===== src/logic/csbu_pkg.sv =====
`default_nettype none
package csbu_pkg;
    // Bus geometry and register offsets.
    localparam int unsigned CSBU_ADDR_W = 5;
    localparam logic [4:0] CSBU_CTRL_OFF = 5'h00;
    localparam logic [4:0] CSBU_OPND_OFF = 5'h04;
    localparam logic [4:0] CSBU_PC_OFF = 5'h08;
    localparam logic [4:0] CSBU_STATUS_REGISTER_OFF = 5'h0c;
    localparam logic [4:0] CSBU_RESULT_OFF = 5'h10;
    // Command word fields.
    localparam int unsigned CSBU_OP_LSB = 0;
    localparam int unsigned CSBU_SEL_LSB = 5;
    localparam int unsigned CSBU_K_LSB = 8;
    localparam int unsigned CSBU_TWO_WORD_BIT = 16;
    // Operand word fields.
    localparam int unsigned CSBU_RD_LSB = 0;
    localparam int unsigned CSBU_IMM_LSB = 8;
    localparam int unsigned CSBU_IO_LSB = 16;
    // Result word fields.
    localparam int unsigned CSBU_RES_TAKEN_BIT = 4;
    localparam int unsigned CSBU_RES_BUSY_BIT = 8;
    localparam int unsigned CSBU_RES_BAD_BIT = 9;
    // Status register bit positions.
    localparam int unsigned CSBU_FLAG_C = 0;
    localparam int unsigned CSBU_FLAG_Z = 1;
    localparam int unsigned CSBU_FLAG_N = 2;
    localparam int unsigned CSBU_FLAG_V = 3;
    localparam int unsigned CSBU_FLAG_S = 4;
    localparam int unsigned CSBU_FLAG_H = 5;
    localparam int unsigned CSBU_FLAG_T = 6;
    // Reset values.
    localparam logic [15:0] CSBU_PC_RST = 16'h0000;
    localparam logic [7:0] CSBU_STATUS_REGISTER_RST = 8'h00;
    // Program counter steps and cycle counts.
    localparam logic [15:0] CSBU_STEP_NEXT = 16'h0001;
    localparam logic [15:0] CSBU_STEP_SKIP1 = 16'h0002;
    localparam logic [15:0] CSBU_STEP_SKIP2 = 16'h0003;
    localparam logic [1:0] CSBU_CYC_ONE = 2'h1;
    localparam logic [1:0] CSBU_CYC_TWO = 2'h2;
    localparam logic [1:0] CSBU_CYC_THREE = 2'h3;
    // Bus responses.
    localparam logic [1:0] CSBU_RESP_OKAY = 2'h0;
    localparam logic [1:0] CSBU_RESP_SLVERR = 2'h2;
    // Operations, in command-field order.
    typedef enum logic [4:0] {
        compare_immediate_op,
        skip_reg_bit_clear_op,
        skip_reg_bit_set_op,
        skip_io_bit_clear_op,
        skip_io_bit_set_op,
        branch_status_bit_set_op,
        branch_status_bit_clear_op,
        branch_carry_set_op,
        branch_carry_clear_op,
        branch_same_or_higher_op,
        branch_lower_op,
        branch_signed_ge_op,
        branch_signed_lt_op,
        branch_half_carry_set_op,
        branch_half_carry_clear_op,
        branch_transfer_bit_set_op,
        branch_transfer_bit_clear_op,
        branch_overflow_set_op
    } csbu_op_type;
endpackage
`default_nettype wire


===== src/logic/csbu_top.sv =====
// Behaviour
// (RULE1) Compare-immediate sets Z N V C H from reg minus K in one clock.
// (RULE2) Register-bit-clear skip steps PC by 2 or 3 on a 0 bit, flags kept.
// (RULE3) Register-bit-set skip steps PC by 2 or 3 on a 1 bit, flags kept.
// (RULE4) I/O-bit-clear skip steps PC by 2 or 3 on a 0 bit, flags kept.
// (RULE5) I/O-bit-set skip steps PC by 2 or 3 on a 1 bit, flags kept.
// (RULE6) Status-bit-set branch goes to PC+k+1 on a 1 bit, flags kept.
// (RULE7) Status-bit-clear branch goes to PC+k+1 only on a 0 bit.
// (RULE8) Carry-clear and same-or-higher take C=0, carry-set and lower C=1.
// (RULE9) Signed greater-or-equal branches when N xor V is 0.
// (RULE10) Signed less-than branches when N xor V is 1.
// (RULE11) Half-carry set branches on H=1 and half-carry clear on H=0.
// (RULE12) Transfer-bit set branches on T=1 and transfer-bit clear on T=0.
// (RULE13) Overflow-set branches on V=1 and alters no flag.
// (RULE14) A branch takes 1 or 2 clocks, a skip 1 to 3 by skipped length.
// (RULE15) The offset k is sign-extended and added to the incremented PC.
`timescale 1ns/10ps
`default_nettype none
module csbu_top (
    input wire logic aclk,
    input wire logic aresetn,
    input wire logic [csbu_pkg::CSBU_ADDR_W-1:0] s_axi_awaddr,
    input wire logic [2:0] s_axi_awprot,
    input wire logic s_axi_awvalid,
    output logic s_axi_awready,
    input wire logic [31:0] s_axi_wdata,
    input wire logic [3:0] s_axi_wstrb,
    input wire logic s_axi_wvalid,
    output logic s_axi_wready,
    output logic [1:0] s_axi_bresp,
    output logic s_axi_bvalid,
    input wire logic s_axi_bready,
    input wire logic [csbu_pkg::CSBU_ADDR_W-1:0] s_axi_araddr,
    input wire logic [2:0] s_axi_arprot,
    input wire logic s_axi_arvalid,
    output logic s_axi_arready,
    output logic [31:0] s_axi_rdata,
    output logic [1:0] s_axi_rresp,
    output logic s_axi_rvalid,
    input wire logic s_axi_rready
);
    import csbu_pkg::*;

    // Byte-lane merge of a write into an existing word.
    function automatic logic [31:0] csbu_merge(input logic [31:0] old_w,
            input logic [31:0] new_w, input logic [3:0] strb);
        logic [31:0] res;
        res = old_w;
        for (int i = 0; i < 4; i++) begin
            if (strb[i]) begin
                res[i*8 +: 8] = new_w[i*8 +: 8];
            end
        end
        return res;
    endfunction

    // Branch or skip condition of one operation.
    function automatic logic csbu_take(input csbu_op_type op,
            input logic [2:0] sel, input logic [7:0] rd,
            input logic [7:0] io, input logic [7:0] sr);
        logic t;
        t = 1'b0;
        case (op)
            skip_reg_bit_clear_op: t = !rd[sel]; // see RULE2
            skip_reg_bit_set_op: t = rd[sel]; // see RULE3
            skip_io_bit_clear_op: t = !io[sel]; // see RULE4
            skip_io_bit_set_op: t = io[sel]; // see RULE5
            branch_status_bit_set_op: t = sr[sel]; // see RULE6
            branch_status_bit_clear_op: t = !sr[sel]; // see RULE7
            branch_carry_set_op, branch_lower_op: begin
                t = sr[CSBU_FLAG_C]; // see RULE8
            end
            branch_carry_clear_op, branch_same_or_higher_op: begin
                t = !sr[CSBU_FLAG_C]; // see RULE8
            end
            branch_signed_ge_op: begin
                t = !(sr[CSBU_FLAG_N] ^ sr[CSBU_FLAG_V]); // see RULE9
            end
            branch_signed_lt_op: begin
                t = sr[CSBU_FLAG_N] ^ sr[CSBU_FLAG_V]; // see RULE10
            end
            branch_half_carry_set_op: t = sr[CSBU_FLAG_H]; // see RULE11
            branch_half_carry_clear_op: t = !sr[CSBU_FLAG_H]; // see RULE11
            branch_transfer_bit_set_op: t = sr[CSBU_FLAG_T]; // see RULE12
            branch_transfer_bit_clear_op: t = !sr[CSBU_FLAG_T]; // see RULE12
            branch_overflow_set_op: t = sr[CSBU_FLAG_V]; // see RULE13
            default: t = 1'b0;
        endcase
        return t;
    endfunction

    logic awready_reg, wready_reg, bvalid_reg, arready_reg, rvalid_reg;
    logic [1:0] bresp_reg, rresp_reg;
    logic [31:0] rdata_reg, wdata_reg;
    logic [3:0] wstrb_reg;
    logic [4:0] awaddr_reg;
    logic [15:0] pc_reg, pc_next;
    logic [7:0] status_register_reg, status_register_next, cmp_status_register;
    logic [23:0] opnd_reg, opnd_next;
    logic [1:0] busy_cnt_reg, busy_cnt_next;
    logic [1:0] res_cyc_reg, res_cyc_next;
    logic res_taken_reg, res_taken_next, bad_reg, bad_next;

    // Both halves of a write are held; it is acted on once, then answered.
    wire do_write = !awready_reg && !wready_reg && !bvalid_reg;
    wire hit_ctrl = do_write && (awaddr_reg == CSBU_CTRL_OFF);
    wire hit_opnd = do_write && (awaddr_reg == CSBU_OPND_OFF);
    wire hit_pc = do_write && (awaddr_reg == CSBU_PC_OFF);
    wire hit_status_register = do_write && (awaddr_reg == CSBU_STATUS_REGISTER_OFF);
    wire hit_res = do_write && (awaddr_reg == CSBU_RESULT_OFF);
    wire hit_any = hit_ctrl || hit_opnd || hit_pc || hit_status_register || hit_res;

    // Command fields of the word being written to the command register.
    wire [4:0] op_raw = wdata_reg[CSBU_OP_LSB +: 5];
    wire csbu_op_type op = csbu_op_type'(op_raw);
    wire [2:0] sel = wdata_reg[CSBU_SEL_LSB +: 3];
    wire [6:0] k_ofs = wdata_reg[CSBU_K_LSB +: 7];
    wire two_word = wdata_reg[CSBU_TWO_WORD_BIT];
    wire op_ok = op_raw <= 5'(branch_overflow_set_op);
    wire busy = busy_cnt_reg != 2'h0;
    wire exec_fire = hit_ctrl && op_ok && !busy;
    wire ctrl_err = hit_ctrl && !exec_fire;

    // Operands as software last left them.
    wire [7:0] rd_val = opnd_reg[CSBU_RD_LSB +: 8];
    wire [7:0] imm_val = opnd_reg[CSBU_IMM_LSB +: 8];
    wire [7:0] io_val = opnd_reg[CSBU_IO_LSB +: 8];

    // Operation class and condition.
    wire is_cmp = op == compare_immediate_op;
    wire is_skip = (op >= skip_reg_bit_clear_op) && (op <= skip_io_bit_set_op);
    wire take = csbu_take(op, sel, rd_val, io_val, status_register_reg);

    // Offset is signed in words and added after the increment.
    wire [15:0] k_sext = {{9{k_ofs[6]}}, k_ofs}; // see RULE15
    wire [15:0] pc_inc = pc_reg + CSBU_STEP_NEXT;
    wire [15:0] br_target = pc_inc + k_sext; // see RULE15
    wire [15:0] skip_step = two_word ? CSBU_STEP_SKIP2 : CSBU_STEP_SKIP1;
    wire [15:0] skip_target = pc_reg + skip_step; // see RULE2

    // Target and clocks spent; a compare never moves beyond the next word.
    wire [15:0] pc_target = (is_cmp || !take) ? pc_inc :
        (is_skip ? skip_target : br_target);
    wire [1:0] skip_cyc = two_word ? CSBU_CYC_THREE : CSBU_CYC_TWO;
    wire [1:0] cyc_count = (is_cmp || !take) ? CSBU_CYC_ONE :
        (is_skip ? skip_cyc : CSBU_CYC_TWO); // see RULE14

    // Subtraction for the compare; the difference is never stored.
    wire [7:0] cmp_diff = rd_val - imm_val; // see RULE1
    wire cmp_h = (!rd_val[3] && imm_val[3]) || (imm_val[3] && cmp_diff[3]) ||
        (cmp_diff[3] && !rd_val[3]);
    wire cmp_c = (!rd_val[7] && imm_val[7]) || (imm_val[7] && cmp_diff[7]) ||
        (cmp_diff[7] && !rd_val[7]);
    wire cmp_v = (rd_val[7] && !imm_val[7] && !cmp_diff[7]) ||
        (!rd_val[7] && imm_val[7] && cmp_diff[7]);
    wire cmp_n = cmp_diff[7];
    wire cmp_z = cmp_diff == 8'h00;

    // Compare updates five flags and the sign bit; I and T stay put.
    always_comb begin
        cmp_status_register = status_register_reg;
        cmp_status_register[CSBU_FLAG_H] = cmp_h; // see RULE1
        cmp_status_register[CSBU_FLAG_C] = cmp_c;
        cmp_status_register[CSBU_FLAG_V] = cmp_v;
        cmp_status_register[CSBU_FLAG_N] = cmp_n;
        cmp_status_register[CSBU_FLAG_Z] = cmp_z;
        cmp_status_register[CSBU_FLAG_S] = cmp_n ^ cmp_v;
    end

    // Software writes use byte lanes; skips and branches keep the flags.
    wire [31:0] pc_merged = csbu_merge({16'h0000, pc_reg}, wdata_reg,
        wstrb_reg);
    wire [31:0] status_register_merged = csbu_merge({24'h000000, status_register_reg}, wdata_reg,
        wstrb_reg);
    wire [31:0] opnd_merged = csbu_merge({8'h00, opnd_reg}, wdata_reg,
        wstrb_reg);
    assign pc_next = exec_fire ? pc_target :
        (hit_pc ? pc_merged[15:0] : pc_reg);
    assign status_register_next = (exec_fire && is_cmp) ? cmp_status_register :
        (hit_status_register ? status_register_merged[7:0] : status_register_reg); // see RULE13
    assign opnd_next = hit_opnd ? opnd_merged[23:0] : opnd_reg;

    // The unit stays busy for the clocks the instruction costs.
    assign busy_cnt_next = exec_fire ? cyc_count - CSBU_CYC_ONE :
        (busy ? busy_cnt_reg - CSBU_CYC_ONE : busy_cnt_reg); // see RULE14
    assign res_cyc_next = exec_fire ? cyc_count : res_cyc_reg;
    assign res_taken_next = exec_fire ? (take && !is_cmp) : res_taken_reg;
    assign bad_next = hit_ctrl ? !op_ok : bad_reg;

    // Execution state.
    always_ff @(posedge aclk) begin
        if (!aresetn) begin
            pc_reg <= CSBU_PC_RST;
            status_register_reg <= CSBU_STATUS_REGISTER_RST;
            opnd_reg <= 24'h000000;
            busy_cnt_reg <= 2'h0;
            res_cyc_reg <= 2'h0;
            res_taken_reg <= 1'b0;
            bad_reg <= 1'b0;
        end else begin
            pc_reg <= pc_next;
            status_register_reg <= status_register_next;
            opnd_reg <= opnd_next;
            busy_cnt_reg <= busy_cnt_next;
            res_cyc_reg <= res_cyc_next;
            res_taken_reg <= res_taken_next;
            bad_reg <= bad_next;
        end
    end

    // A refused command still gets an answer, so the master never hangs.
    wire [1:0] wr_resp = (!hit_any || ctrl_err) ? CSBU_RESP_SLVERR :
        CSBU_RESP_OKAY;

    // Write channels: address and data are taken in either order.
    always_ff @(posedge aclk) begin
        if (!aresetn) begin
            awready_reg <= 1'b1;
            wready_reg <= 1'b1;
            bvalid_reg <= 1'b0;
            bresp_reg <= CSBU_RESP_OKAY;
            awaddr_reg <= 5'h00;
            wdata_reg <= 32'h00000000;
            wstrb_reg <= 4'h0;
        end else begin
            if (s_axi_awvalid && awready_reg) begin
                awready_reg <= 1'b0;
                awaddr_reg <= s_axi_awaddr;
            end
            if (s_axi_wvalid && wready_reg) begin
                wready_reg <= 1'b0;
                wdata_reg <= s_axi_wdata;
                wstrb_reg <= s_axi_wstrb;
            end
            if (do_write) begin
                bvalid_reg <= 1'b1;
                bresp_reg <= wr_resp;
            end
            if (bvalid_reg && s_axi_bready) begin
                bvalid_reg <= 1'b0;
                awready_reg <= 1'b1;
                wready_reg <= 1'b1;
            end
        end
    end

    // Read selection; reserved bits and unmapped words read as zero.
    wire [31:0] res_word = {22'h0, bad_reg, busy, 3'h0, res_taken_reg,
        2'h0, res_cyc_reg};
    wire rd_map = (s_axi_araddr == CSBU_OPND_OFF) ||
        (s_axi_araddr == CSBU_PC_OFF) || (s_axi_araddr == CSBU_STATUS_REGISTER_OFF) ||
        (s_axi_araddr == CSBU_RESULT_OFF) || (s_axi_araddr == CSBU_CTRL_OFF);
    wire [31:0] rd_word =
        (s_axi_araddr == CSBU_OPND_OFF) ? {8'h00, opnd_reg} :
        (s_axi_araddr == CSBU_PC_OFF) ? {16'h0000, pc_reg} :
        (s_axi_araddr == CSBU_STATUS_REGISTER_OFF) ? {24'h000000, status_register_reg} :
        (s_axi_araddr == CSBU_RESULT_OFF) ? res_word : 32'h00000000;

    // Read channels: one read in flight, answered the clock after the address.
    always_ff @(posedge aclk) begin
        if (!aresetn) begin
            arready_reg <= 1'b1;
            rvalid_reg <= 1'b0;
            rdata_reg <= 32'h00000000;
            rresp_reg <= CSBU_RESP_OKAY;
        end else begin
            if (s_axi_arvalid && arready_reg) begin
                arready_reg <= 1'b0;
                rvalid_reg <= 1'b1;
                rdata_reg <= rd_word;
                rresp_reg <= rd_map ? CSBU_RESP_OKAY : CSBU_RESP_SLVERR;
            end
            if (rvalid_reg && s_axi_rready) begin
                rvalid_reg <= 1'b0;
                arready_reg <= 1'b1;
            end
        end
    end

    assign s_axi_awready = awready_reg;
    assign s_axi_wready = wready_reg;
    assign s_axi_bvalid = bvalid_reg;
    assign s_axi_bresp = bresp_reg;
    assign s_axi_arready = arready_reg;
    assign s_axi_rvalid = rvalid_reg;
    assign s_axi_rdata = rdata_reg;
    assign s_axi_rresp = rresp_reg;
endmodule
`default_nettype wire


===== config.mk =====
export PLATFORM = sky130hd
export DESIGN_NAME = csbu_top
export DESIGN_NICKNAME = d
export VERILOG_FILES = /design/src/logic/csbu_pkg.sv /design/src/logic/csbu_top.sv
export SDC_FILE = /design/constraint.sdc
export NUM_CORES = 1
export LEC_CHECK = 0
export BUFFER_PORTS_ARGS = -buffer_cell sky130_fd_sc_hd__buf_2
export CAP_MARGIN = 20
export CELL_PAD_IN_SITES_DETAIL_PLACEMENT = 1
export CELL_PAD_IN_SITES_GLOBAL_PLACEMENT = 1
export CORE_UTILIZATION = 47
export CTS_BUF_LIST = sky130_fd_sc_hd__clkbuf_16
export DETAILED_ROUTE_END_ITERATION = 8
export PLACE_DENSITY = 0.95
export SLEW_MARGIN = 20
export SYNTH_ARGS = -nofsm -noshare
export SYNTH_HDL_FRONTEND = slang
export SYNTH_SLANG_ARGS = --single-unit

===== constraint.sdc =====
create_clock -name aclk -period 6.76 [get_ports aclk]
set_input_delay 0.676 -clock aclk [delete_from_list [all_inputs] [get_ports aclk]]
set_output_delay 0.676 -clock aclk [all_outputs]
set_load 0.02 [all_outputs]

==> summary.txt <==
Design area - 8210 sq um
Largest net degree at the start of global routing - 95
Max FO, Critical Path - 11
WL/cell - 21.8 um
Hold Path Class - in -> reg
Cell Chain, Critical Path - and4_1 > nand4_1 > xnor2_1 > ha_1 > nand4_1 > a21oi_1 > o41ai_1 > o21ai_0 > a41o_1 > o21ai_0 > nand2_1
Synthesis Warnings - 0
Leading area contributor after synthesis - dfxtp_1
Final TNS setup - 0 ns
Port bufs - 74
Routed via count - 7149
Crit-path slowest cell - o41ai_1
Clock Skew - 0.00879 ns
Drc violations - 0
Clock-pin slew on the worst setup and hold paths - 0.06 ns
Syn_area_per_cell - 7.96 sq um
Power density cells - 241 nW/um^2
Final Setup Violations - 0
Leading post-synthesis cells by cell area - dfxtp_1 (32%), nand2_1 (8.0%), a21boi_0 (7.4%)
Worst setup path startpoint - pc_reg[2]
First-pass GRT wire length - 39.9 mm
Worst Max-Slew Pin Slew - 0.956 ns
Gpl congestion - 0.868
CP top delay family - compound AO/OA/AOI/OAI gates
Chip Width - 126 um
Post-Syn Area - 7240 sq um
Layout Cells excl Fill - 1144
Final Max Tran Viols - 0
CTS tree - built
Flop-to-flop setup slack - 2.96 ns
WP buf/inv - 0
Tmin final - 3.80 ns
Setup CP Type - reg -> reg
Postcts setup bufs - 0
R2r endpoint - pc_reg[15]
Initial antenna violation count - 0
Fin. Hold Viols - 0
RSZ-0062 raised after global routing - false
R2R depth - 11
DIE HEIGHT - 126 um
CP endpoint - pc_reg[15]
ANT nets after route - 0
Die area - 15900 sq um
Status - completed
Tcrit/Tclk final - 56.2%
Final WL - 24.9 mm
Syn Inst Count - 910
Net count, final - 1039
# placed instances - 1112
Number of global-route vias before repair - 7410
Fraction of layout instances using a drive strength above 1 - 13.4%
P_leak - 3.26 nW
Core area - 15100 sq um
Seq/Total Area, Yosys - 32.1%
CTS root buffer - clkbuf_16
CTS resizes - 0
Count leader, synth - nand2_1
Total CTS buffers - 17
Antenna diodes - 0
Fmax - 0.263 GHz
Initial core utilization - 47.8%
Commonest cells post-synth - nand2_1 (155), dfxtp_1 (116), a21boi_0 (71)
Max_slew headroom - 36.3%
Total power - 0.00198 W
Placed instance area - 7570 sq um
Hold buffer count at CTS - 0
Worst EP required - 7.08 ns
Critical path's largest stage delay - 0.66 ns
Post-DP HPWL - 16.1 mm
Via-to-Cell Ratio - 6.25
First-pass iteration count of the detailed router - 5
Gr ovfl total - 0
Synth top area share - 32.1%
Max-cap viol count - 0
EDFF count, synth - 0
Drt initial violations - 628
IO Count - 100
Startpoint Class - flop
Clk_lat worst skew - 0.44 ns
Global Route Usage Sum - 32.4%
CTS H-tree lvls - 4
Count of state elements after synthesis - 116
Levels on crit path - 11
Share of synthesized registers carrying an async set or reset - 0%
Rows - 45
Sink Count - 116
Critical Path End Type - flop
Count of unique library cells instantiated by Yosys - 65
CTS Buffer Depth - 2
R2r startpoint - pc_reg[2]
Worst Path Arrival - 4.12 ns
Peak supply drop - 0.209 mV
Synth Flop Type - dfxtp_1
Layout area overhead - 13.3%
## kinds of logic (layout without fill, tap and decap cells)
kind of cell	after synthesis	in the layout	share of synthesized area (%)
AO/OA/AOI/OAI	245	245	22.9
adder cells (fa/ha/maj)	37	37	6.91
buffers and inverters	100	137	6.20
XOR/XNOR	45	45	5.63
flip-flops	116	116	32.1
AND/OR/NAND/NOR	342	342	21.8
other	1	10	0.0518
multiplexers	24	24	4.49
## metal layers
| metal | global-route usage [%] | vias up | share of wire, % |
|---|---|---|---|
| met5 | 0 | - | 0 |
| met4 | 16.4 | 0 | 4.5 |
| met3 | 7.43 | 104 | 6.2 |
| met2 | 55.7 | 304 | 49 |
| met1 | 37.9 | 3502 | 41 |
| li1 | - | 3239 | - |
## stage by stage
stage / util [%] / hold WS [ns] / worst slack (ns)
after floorplan: - / 0.444 / 3.74
after global placement: 50.0 / 0.450 / 3.22
after detailed placement: 50.0 / 0.461 / 3.06
after CTS: 54.2 / 0.445 / 3.00
after global routing: 54.2 / 0.476 / 2.60
final: 54.2 / 0.452 / 2.96
## cells in the final DEF (no fill, tap or decap), drive strengths merged, types with 14 or more instances in the layout
master  synthesis  layout
a21boi         71      71
a21oi          45      45
a221oi         14      14
buf            18      79
clkbuf         56      17
dfxtp         116     116
ha             32      32
inv            26      29
nand2         155     155
nand3          55      55
nor2           56      56
o21ai          54      54
xnor2          30      30
xor2           14      14
## worst reg2reg max path: cells and delay by family (launching register included)
family                     cells  cell delay (ns)
DFF                            1             0.61
AOI/OAI and AO/OA              5             1.55
xor gates and xnor gates       1             0.37
adders and majority gates      1             0.33
and+or+nand+nor                4             0.83
## cell type report
type / count / area [sq um]
inverters: 26 / 97.6
clock buffers: 17 / 425
multi-input cells: 703 / 4510
repair buffers: 79 / 408
fillers: 1852 / 6940
flip-flops and latches: 116 / 2320
clock inverters: 15 / 214
well taps: 188 / 235
## worst min path at each step
stage	startpoint	to	slack (ns)	cells after the start
final	s_axi_wvalid	s_axi_wready	0.45	2
after global routing	s_axi_wvalid	s_axi_wready	0.48	2
after CTS	s_axi_wvalid	s_axi_wready	0.44	2
after detailed placement	s_axi_rdata[20]	s_axi_rdata[20]	0.46	2
after global placement	s_axi_rdata[17]	s_axi_rdata[17]	0.45	2
after floorplan	wdata_reg[20]	wdata_reg[20]	0.44	2
## power breakdown
part,internal (W),switching [W],total [W],leakage [nW]
clock,0.000649,0.000346,0.000995,0.307
combinational,0.0000829,0.000146,0.000229,2.00
sequential,0.000710,0.0000450,0.000754,0.944
(Power assumes the default switching activity.)
